==> config.mk <==
export PLATFORM = sky130hd
export DESIGN_NAME = rail_enable_sequencing
export DESIGN_NICKNAME = d
export VERILOG_FILES = /design/src/rtl/edge_delay_timer.v /design/src/rtl/rail_enable_sequencing.v
export VERILOG_INCLUDE_DIRS = /design/src /design/src/rtl
export SDC_FILE = /design/constraint.sdc
export NUM_CORES = 1
export LEC_CHECK = 0
export ABC_AREA = 1
export BUFFER_PORTS_ARGS = -buffer_cell sky130_fd_sc_hd__buf_2
export CAP_MARGIN = 30
export CORE_AREA = 8 8 166 136
export CTS_CLUSTER_DIAMETER = 60
export DETAILED_ROUTE_END_ITERATION = 12
export DIE_AREA = 0 0 174 144
export PLACE_DENSITY = 0.66
export REMOVE_ABC_BUFFERS = 1
export SETUP_SLACK_MARGIN = 0.15
export SYNTH_ARGS = -nofsm -noshare
export SYNTH_HDL_FRONTEND = slang
export SYNTH_SLANG_ARGS = --single-unit
export TNS_END_PERCENT = 100
==> constraint.sdc <==
create_clock -name ref_clk -period 8.8 [get_ports ref_clk]
set_input_delay 0.88 -clock ref_clk [delete_from_list [all_inputs] [get_ports ref_clk]]
set_output_delay 0.88 -clock ref_clk [all_outputs]
set_load 0.1 [all_outputs]
==> src/rtl/rail_enable_regs.vh <==
// Purpose: Offsets, fields, reset values and timing for rail enable sequencing
// Assumes: 20 MHz ref_clk, byte-wide register port
// Notes: Definitions only
`ifndef RAIL_ENABLE_REGS_VH
`define RAIL_ENABLE_REGS_VH

// Register offsets
`define SWITCH_A1_ENABLE_DELAYS_OFS 8'h1B
`define REGULATOR_A2_ENABLE_MASKS_OFS 8'h1C
`define REGULATOR_A2_ENABLE_SOURCE_OFS 8'h1D
`define REGULATOR_A2_ENABLE_DELAYS_OFS 8'h1E
`define RAIL_STATUS_OFS 8'h7F

// Reset values
`define SWITCH_A1_ENABLE_DELAYS_RST 8'h00
`define REGULATOR_A2_ENABLE_MASKS_RST 8'h00
`define REGULATOR_A2_ENABLE_SOURCE_RST 8'h40
`define REGULATOR_A2_ENABLE_DELAYS_RST 8'h00

// Field positions
`define TERM_PIN_CHOICE_BIT 6
`define FALL_DELAY_HI 5
`define FALL_DELAY_LO 3
`define RISE_DELAY_HI 2
`define RISE_DELAY_LO 0
`define SOURCE_HI 4
`define SOURCE_LO 2
`define OFF_TIME_HI 7
`define OFF_TIME_LO 6

// Enable source codes
`define SRC_INPUT_1 3'h0
`define SRC_INPUT_2 3'h1
`define SRC_INPUT_5 3'h2
`define SRC_INPUT_4 3'h3
`define SRC_INPUT_3 3'h4
`define SRC_INPUT_3_AND_4 3'h5
`define SRC_INPUT_6 3'h6
`define SRC_ALWAYS 3'h7

// Timing: delay base tick of 100 us
`define CLK_PERIOD_NS 50
`define TICK_PERIOD_NS 100000
`define TICK_CYCLES (`TICK_PERIOD_NS / `CLK_PERIOD_NS)
`define TICKS_PER_MS 10
`define TICK_CNT_W 11

// Edge delays in ms
`define DLY_CODE1_MS 7'h02
`define DLY_CODE2_MS 7'h04
`define DLY_CODE3_MS 7'h08
`define DLY_CODE4_MS 7'h10
`define DLY_CODE5_MS 7'h18
`define DLY_CODE6_MS 7'h20
`define DLY_CODE7_MS 7'h40

// Regulator A1 off times in ms
`define OFF_CODE0_MS 7'h01
`define OFF_CODE1_MS 7'h05
`define OFF_CODE2_MS 7'h0A
`define OFF_CODE3_MS 7'h64

`endif

==> src/rtl/edge_delay_timer.v <==
// Purpose: Applies separate rising and falling delays to one enable condition
// Assumes: tick is a one-cycle pulse every 100 us
// Notes: A reversal of the condition during a pending delay restarts it
`timescale 1ns/1ns
module edge_delay_timer #(
  parameter CNT_W = 10
) (
  // Clock and reset
  input wire ref_clk,
  input wire rst,
  // Timebase
  input wire tick,
  // Condition and delays in ticks
  input wire cond,
  input wire [CNT_W-1:0] rise_ticks,
  input wire [CNT_W-1:0] fall_ticks,
  // Delayed enable
  output reg out_r
);

reg [CNT_W-1:0] cnt_r;
wire [CNT_W-1:0] target;
wire [CNT_W-1:0] cnt_nxt;

assign target = cond ? rise_ticks : fall_ticks;
assign cnt_nxt = cnt_r + {{(CNT_W-1){1'b0}}, 1'b1};

always @(posedge ref_clk) begin
  if (rst) begin
    out_r <= 1'b0;
    cnt_r <= {CNT_W{1'b0}};
  end else if (cond == out_r) begin
    // Nothing pending; a reversal lands here and clears the count
    cnt_r <= {CNT_W{1'b0}};
  end else if (target == {CNT_W{1'b0}}) begin
    out_r <= cond;
  end else if (tick) begin
    if (cnt_nxt >= target) begin
      out_r <= cond;
      cnt_r <= {CNT_W{1'b0}};
    end else begin
      cnt_r <= cnt_nxt;
    end
  end
end

endmodule // edge_delay_timer

==> src/rtl/rail_enable_sequencing.v <==
// Purpose: Enable qualification and sequencing for load switch A1 and regulator A2
// Assumes: Control pins and power-good lines are asynchronous to ref_clk
// Notes: Byte register port at the documented offsets
//
// Operation
// - The termination regulator enable follows control input 3 when bit 6 is 0, input 6 when 1.
// - The switch A1 enable falling edge is delayed per bits 5:3 (none,2,4,8,16,24,32,64 ms).
// - The switch A1 enable rising edge is delayed per bits 2:0 with the same mapping.
// - Each delay need only be within ten percent of nominal.
// - Regulator A2 source bits 1:0 exclude switch B2/regulator A1 and switch B1 power-good.
// - Source field 4:2 selects control input 1, 2, 5, 4, 3 or 6 for codes 0 to 4 and 6.
// - Source code 7 feeds a constant one so no pin is needed.
// - Regulator A2 delays sit at bits 5:3 (fall) and 2:0 (rise): none,2,4,8,16,24,32,64 ms.
// - Bits 7:6 of the regulator A2 delay register set the regulator A1 off time 1/5/10/100 ms.
`timescale 1ns/1ns
`include "rail_enable_regs.vh"
module rail_enable_sequencing #(
  parameter TICK_CYCLES = `TICK_CYCLES,
  parameter CNT_W = `TICK_CNT_W
) (
  // Clock and reset
  input wire ref_clk,
  input wire rst,
  // Register port
  input wire [7:0] reg_addr,
  input wire [7:0] reg_wdata,
  input wire reg_wr,
  output reg [7:0] reg_rdata_r,
  // Control input pins 1 to 6
  input wire control_input_1,
  input wire control_input_2,
  input wire control_input_3,
  input wire control_input_4,
  input wire control_input_5,
  input wire control_input_6,
  // Power-good of other rails
  input wire [5:0] step_down_power_good,
  input wire switch_a1_power_good,
  input wire regulator_a3_power_good,
  input wire switch_b1_power_good,
  input wire switch_b2_reg_a1_power_good,
  // Switch A1 qualified condition and regulator A1 shutdown request
  input wire switch_a1_enable_cond,
  input wire regulator_a1_shutdown,
  // Rail enables
  output wire switch_a1_enable,
  output wire regulator_a2_enable,
  output wire regulator_a1_off_done,
  output reg termination_enable_r
);

////////////////////////////////////////////////////////////////////////////////
// Delay decode

function [CNT_W-1:0] delay_ticks;
  input [2:0] code;
  reg [6:0] ms;
  reg [31:0] prod;
  begin
    ms = 7'h00;
    case (code)
      3'h1: ms = `DLY_CODE1_MS;
      3'h2: ms = `DLY_CODE2_MS;
      3'h3: ms = `DLY_CODE3_MS;
      3'h4: ms = `DLY_CODE4_MS;
      3'h5: ms = `DLY_CODE5_MS;
      3'h6: ms = `DLY_CODE6_MS;
      3'h7: ms = `DLY_CODE7_MS;
      default: ms = 7'h00;
    endcase
    // Longest product is 640 ticks, inside CNT_W
    prod = ms * `TICKS_PER_MS;
    delay_ticks = prod[CNT_W-1:0];
  end
endfunction

function [CNT_W-1:0] off_ticks;
  input [1:0] code;
  reg [6:0] ms;
  reg [31:0] prod;
  begin
    ms = 7'h00;
    case (code)
      2'h0: ms = `OFF_CODE0_MS;
      2'h1: ms = `OFF_CODE1_MS;
      2'h2: ms = `OFF_CODE2_MS;
      default: ms = `OFF_CODE3_MS;
    endcase
    // Longest product is 1000 ticks, inside CNT_W
    prod = ms * `TICKS_PER_MS;
    off_ticks = prod[CNT_W-1:0];
  end
endfunction

////////////////////////////////////////////////////////////////////////////////
// Registers

reg [7:0] sw_a1_delays_r;
reg [7:0] a2_masks_r;
reg [7:0] a2_source_r;
reg [7:0] a2_delays_r;
reg a2_cond_r;
wire [7:0] status;

always @(posedge ref_clk) begin
  if (rst) begin
    sw_a1_delays_r <= `SWITCH_A1_ENABLE_DELAYS_RST;
    a2_masks_r <= `REGULATOR_A2_ENABLE_MASKS_RST;
    a2_source_r <= `REGULATOR_A2_ENABLE_SOURCE_RST;
    a2_delays_r <= `REGULATOR_A2_ENABLE_DELAYS_RST;
  end else if (reg_wr) begin
    case (reg_addr)
      `SWITCH_A1_ENABLE_DELAYS_OFS: sw_a1_delays_r <= reg_wdata;
      `REGULATOR_A2_ENABLE_MASKS_OFS: a2_masks_r <= reg_wdata;
      `REGULATOR_A2_ENABLE_SOURCE_OFS: a2_source_r <= reg_wdata;
      `REGULATOR_A2_ENABLE_DELAYS_OFS: a2_delays_r <= reg_wdata;
      default: ;
    endcase
  end
end

assign status = {2'h0, a2_cond_r, switch_a1_enable_cond, termination_enable_r,
                 regulator_a1_off_done, regulator_a2_enable, switch_a1_enable};

always @(posedge ref_clk) begin
  if (rst) begin
    reg_rdata_r <= 8'h00;
  end else begin
    case (reg_addr)
      `SWITCH_A1_ENABLE_DELAYS_OFS: reg_rdata_r <= sw_a1_delays_r;
      `REGULATOR_A2_ENABLE_MASKS_OFS: reg_rdata_r <= a2_masks_r;
      `REGULATOR_A2_ENABLE_SOURCE_OFS: reg_rdata_r <= a2_source_r;
      `REGULATOR_A2_ENABLE_DELAYS_OFS: reg_rdata_r <= a2_delays_r;
      `RAIL_STATUS_OFS: reg_rdata_r <= status;
      default: reg_rdata_r <= 8'h00;
    endcase
  end
end

////////////////////////////////////////////////////////////////////////////////
// Input synchronisers

localparam IN_W = 16;
wire [IN_W-1:0] raw_in;
reg [IN_W-1:0] sync1_r;
reg [IN_W-1:0] sync2_r;
reg [IN_W-1:0] sync3_r;
reg [IN_W-1:0] filt_r;

assign raw_in = {switch_b2_reg_a1_power_good, switch_b1_power_good,
                 regulator_a3_power_good, switch_a1_power_good, step_down_power_good,
                 control_input_6, control_input_5, control_input_4,
                 control_input_3, control_input_2, control_input_1};

genvar gi;
generate
  for (gi = 0; gi < IN_W; gi = gi + 1) begin : g_sync
    always @(posedge ref_clk) begin
      if (rst) begin
        sync1_r[gi] <= 1'b0;
        sync2_r[gi] <= 1'b0;
        sync3_r[gi] <= 1'b0;
        filt_r[gi] <= 1'b0;
      end else begin
        sync1_r[gi] <= raw_in[gi];
        sync2_r[gi] <= sync1_r[gi];
        sync3_r[gi] <= sync2_r[gi];
        if (sync2_r[gi] == sync3_r[gi]) begin
          filt_r[gi] <= sync3_r[gi];
        end
      end
    end
  end
endgenerate

wire [5:0] ctl;
wire [9:0] pg;
assign ctl = filt_r[5:0];
assign pg = filt_r[15:6];

////////////////////////////////////////////////////////////////////////////////
// Termination enable and regulator A2 qualification

reg src_sel;
wire [9:0] pg_mask;
wire pg_ok;

always @(posedge ref_clk) begin
  if (rst) begin
    termination_enable_r <= 1'b0;
  end else begin
    termination_enable_r <= sw_a1_delays_r[`TERM_PIN_CHOICE_BIT] ? ctl[5] : ctl[2];
  end
end

always @* begin
  src_sel = 1'b0;
  case (a2_source_r[`SOURCE_HI:`SOURCE_LO])
    `SRC_INPUT_1: src_sel = ctl[0];
    `SRC_INPUT_2: src_sel = ctl[1];
    `SRC_INPUT_5: src_sel = ctl[4];
    `SRC_INPUT_4: src_sel = ctl[3];
    `SRC_INPUT_3: src_sel = ctl[2];
    `SRC_INPUT_3_AND_4: src_sel = ctl[2] & ctl[3];
    `SRC_INPUT_6: src_sel = ctl[5];
    `SRC_ALWAYS: src_sel = 1'b1;
    default: src_sel = 1'b0;
  endcase
end

assign pg_mask = {a2_source_r[1:0], a2_masks_r};
assign pg_ok = &(pg | pg_mask);

always @(posedge ref_clk) begin
  if (rst) begin
    a2_cond_r <= 1'b0;
  end else begin
    a2_cond_r <= src_sel & pg_ok;
  end
end

////////////////////////////////////////////////////////////////////////////////
// Delay timebase and timers

reg [12:0] div_r;
reg tick_r;

// Exact 100 us tick keeps a 2 ms delay within 5 percent
always @(posedge ref_clk) begin
  if (rst) begin
    div_r <= 13'h0000;
    tick_r <= 1'b0;
  end else if (div_r == TICK_CYCLES[12:0] - 13'h0001) begin
    div_r <= 13'h0000;
    tick_r <= 1'b1;
  end else begin
    div_r <= div_r + 13'h0001;
    tick_r <= 1'b0;
  end
end

edge_delay_timer #(.CNT_W(CNT_W)) u_switch_a1 (
  .ref_clk(ref_clk),
  .rst(rst),
  .tick(tick_r),
  .cond(switch_a1_enable_cond),
  .rise_ticks(delay_ticks(sw_a1_delays_r[`RISE_DELAY_HI:`RISE_DELAY_LO])),
  .fall_ticks(delay_ticks(sw_a1_delays_r[`FALL_DELAY_HI:`FALL_DELAY_LO])),
  .out_r(switch_a1_enable)
);

edge_delay_timer #(.CNT_W(CNT_W)) u_regulator_a2 (
  .ref_clk(ref_clk),
  .rst(rst),
  .tick(tick_r),
  .cond(a2_cond_r),
  .rise_ticks(delay_ticks(a2_delays_r[`RISE_DELAY_HI:`RISE_DELAY_LO])),
  .fall_ticks(delay_ticks(a2_delays_r[`FALL_DELAY_HI:`FALL_DELAY_LO])),
  .out_r(regulator_a2_enable)
);

edge_delay_timer #(.CNT_W(CNT_W)) u_regulator_a1_off (
  .ref_clk(ref_clk),
  .rst(rst),
  .tick(tick_r),
  .cond(regulator_a1_shutdown),
  .rise_ticks(off_ticks(a2_delays_r[`OFF_TIME_HI:`OFF_TIME_LO])),
  .fall_ticks({CNT_W{1'b0}}),
  .out_r(regulator_a1_off_done)
);

endmodule // rail_enable_sequencing

==> results.sh <==
export IMPL_outcome="finished, final reports clean"
export IMPL_ys_seq_elements=156
export IMPL_cts_hold_buf=0
export IMPL_grt_pass1_vias=6923
export IMPL_cp_data_arrival_time_ns=4.03
export IMPL_hold_viol_final=0
export IMPL_antenna_found_initial=1
export IMPL_period_minus_slack_ns=3.72
export IMPL_min_delay_start="sync1_r[8]"
export IMPL_reg2reg_depth=21
export IMPL_yosys_warnings=0
export IMPL_reg2reg_setup_slack_ns=5.08
export IMPL_hold_path_class="reg -> reg"
export IMPL_ys_types=45
export IMPL_clock_fmax_mhz=269
export IMPL_synth_cells=1201
export IMPL_crit_chain="inv_1 > nor2_1 > o21ai_0 > inv_1 > ha_1 > fa_1 > nand3_1 > nand3_1 > o21ai_1 > inv_1 > nor2_2 > ha_1 > a21o_1 > a21oi_1 > o21ai_0 > nor2_1 > nand2_1 > nand2_1 > nand3_2 > nand2_1 > nor2_1"
export IMPL_finalCritPeriodShare=0.423
export IMPL_instances_no_fill=1527
export IMPL_p_leak_uw=0.00425
export IMPL_gp_congestion=0.847
export IMPL_crit_required_ns=9.11
export IMPL_syn_mean_instance_area_um2=6.99
export IMPL_drive_gt1_frac=0.0914
export IMPL_syn2layout_area_growth_pct=13.0
export IMPL_critPathSlowestCell="fa_1"
export IMPL_fp_dieH_um=144
export IMPL_nets=1347
export IMPL_synth_area_um2=8390
export IMPL_synthFlopType="dfxtp_1"
export IMPL_ys_seq_area_frac=0.372
export IMPL_placed_area_um2=8850
export IMPL_crit_type="reg -> reg"
export IMPL_wire_per_inst_um=12.5
export IMPL_max_slew_margin_rel=0.348
export IMPL_numCtsBuffers=17
export IMPL_r2r_start="a2_delays_r[4]"
export IMPL_rsz0062_at_grt="false"
export IMPL_async_flop_share=0
export IMPL_worst_pin_slew_ns=0.978
export IMPL_cts_max_level=4
export IMPL_synth_edf_count=0
export IMPL_dr_first_iter_drc_count=536
export IMPL_cap_violations=0
export IMPL_finClkSkew_ns=0.0109
export IMPL_ant_nets=0
export IMPL_setup_tns_ns=0
export IMPL_port_buffers=48
export IMPL_drtPass1Iterations=7
export IMPL_dieArea_um2=25100
export IMPL_startpoint_type="flip-flop"
export IMPL_cts_sink_count=156
export IMPL_final_cell_area_um2=9480
export IMPL_start_util=0.417
export IMPL_grt_pass1_wl_um=32400
export IMPL_dp_cells=1495
export IMPL_regToRegEndpoint="u_regulator_a2.out_r"
export IMPL_min_path_cells=2
export IMPL_clk_latency_ns=0.43
export IMPL_hold_end="sync2_r[8]"
export IMPL_cp_buffers_inverters=3
export IMPL_path_clk_slew_ns=0.07
export IMPL_rows=47
export IMPL_setup_slack_ns=5.08
export IMPL_grt_overflow=0
export IMPL_pin_count=49
export IMPL_cp_top_family="simple AND/OR/NAND/NOR gates"
export IMPL_drc_errors=0
export IMPL_ir_worst_vdd_uv=148
export IMPL_die_w_um=174
export IMPL_cts_root_buf="clkbuf_16"
export IMPL_post_cts_buffers=0
export IMPL_post_cts_resized=0
export IMPL_detailed_place_hpwl_um=13900
export IMPL_num_antenna_cells=0
export IMPL_core_area_um2=20100
export IMPL_cts_buffer_depth=2
export IMPL_cts_tree="yes"
export IMPL_place_ws_ns=5.13
export IMPL_grtUsageTotal=0.156
export IMPL_path_max_fanout=7
export IMPL_crit_path_max_incr_delay_ns=0.48
export IMPL_grt_max_degree=66
export IMPL_p_per_area_nw_per_um2=165
export IMPL_setup_viol=0
export IMPL_routed_wl_um=19100
export IMPL_routed_via_density=4.84
export IMPL_vias=7389
export IMPL_end_kind="flip-flop"
export IMPL_slew_viol_final=0
[per-layer routing]
layer	GRT usage	wire [um]	vias to the layer above
met5	0	13	-
met4	0.0525	280	2
met3	0.0305	671	21
met2	0.257	8470	126
met1	0.202	9660	3304
li1	-	-	3936
[synth_stat cells, types with 2 or more instances]
cell | n | share of area
nand2_1 | 210 | 0.094
inv_1 | 177 | 0.079
nor2_1 | 175 | 0.078
dfxtp_1 | 156 | 0.37
a21oi_1 | 110 | 0.066
nand3_1 | 71 | 0.042
ha_1 | 61 | 0.091
o21ai_0 | 58 | 0.035
clkbuf_1 | 20 | 0.0089
o21ai_1 | 17 | 0.010
xor2_1 | 17 | 0.018
inv_2 | 15 | 0.0067
nor3_1 | 15 | 0.0089
o22ai_1 | 14 | 0.010
a211oi_1 | 11 | 0.0098
buf_2 | 7 | 0.0042
nand4_1 | 7 | 0.0052
nand3_2 | 5 | 0.0060
buf_6 | 4 | 0.0054
fa_1 | 4 | 0.0095
nor3_2 | 4 | 0.0048
nor3b_1 | 4 | 0.0036
nor4_1 | 4 | 0.0030
xnor2_1 | 4 | 0.0042
buf_1 | 3 | 0.0013
nor2_2 | 3 | 0.0022
o21a_1 | 3 | 0.0027
or2_2 | 3 | 0.0022
a21o_1 | 2 | 0.0018
nand3b_1 | 2 | 0.0018
[layout by cell type (no fill, tap or decap), drive strengths merged, types with 5 or more instances in the layout]
cell type / synthesis / layout
nand4: 7 / 7
clkinv: 1 / 5
a211oi: 11 / 11
conb: 1 / 10
ha: 61 / 61
clkbuf: 21 / 19
buf: 14 / 51
inv: 192 / 197
nand3: 76 / 76
nor3: 19 / 19
or2: 5 / 5
dfxtp: 156 / 156
nand2: 211 / 211
o22ai: 14 / 14
nor2: 178 / 178
o21ai: 75 / 75
a21oi: 111 / 111
xor2: 17 / 17
[cell type report]
type,count,area (um2)
clock inverter,13,176
multi-input combinational,826,4400
sequential,156,3120
fill,2019,10600
timing repair buffer,51,263
tap,269,337
inverter,193,724
clock buffer,19,453
[cell families (layout without fill, tap and decap cells)]
family,count (synthesis),after routing,synth area share
fa+ha+maj,65,65,0.101
xor+xnor,21,21,0.0219
flops,156,156,0.372
other cells,1,10,0.000447
compound gates,222,222,0.142
buf+inv,228,276,0.107
simple gates,508,508,0.256
[worst max-delay path by stage]
stage	from	endpoint	slack [ns]	depth (start not counted)
2_1_floorplan	a2_delays_r[4]	u_regulator_a2.out_r	5.49	21
3_3_place_gp	a2_delays_r[4]	u_regulator_a2.out_r	5.20	21
3_5_place_dp	a2_delays_r[4]	u_regulator_a2.out_r	5.13	21
4_1_cts	a2_delays_r[4]	u_regulator_a2.out_r	5.10	21
5_1_grt	a2_delays_r[4]	u_regulator_a2.out_r	4.66	21
6_report	a2_delays_r[4]	u_regulator_a2.out_r	5.08	21
[power by group]
group / internal, uW / switching (uW)
logic: 23.5 / 50.4
clock network: 446 / 327
registers: 717 / 4.67
[registers in the layout, indices dropped and copies added (netlist names), 10 cells and up]
name,count
div_r,13
filt_r,10
u_switch_a1.cnt_r,11
sync3_r,16
sync2_r,16
sync1_r,16
u_regulator_a2.cnt_r,11
u_regulator_a1_off.cnt_r,11
[metrics by stage]
stage,power (uW),utilization,hold WS (ns)
6_report,1570,0.471,0.402
5_1_grt,1620,0.471,0.408
4_1_cts,1580,0.471,0.402
3_5_place_dp,812,0.440,0.393
3_3_place_gp,810,0.440,0.390
2_1_floorplan,780,-,0.388
[worst register-to-register path: stages (launching register included)]
cell,delay [ns]
dfxtp_1,0.38
inv_1,0.11
nor2_1,0.19
o21ai_0,0.12
inv_1,0.08
ha_1,0.26
fa_1,0.48
nand3_1,0.09
nand3_1,0.09
o21ai_1,0.13
inv_1,0.06
nor2_2,0.13
ha_1,0.25
a21o_1,0.18
a21oi_1,0.10
o21ai_0,0.09
nor2_1,0.28
nand2_1,0.26
nand2_1,0.16
nand3_2,0.07
nand2_1,0.07
nor2_1,0.04
Note: power is estimated with default switching activity, not from simulation.
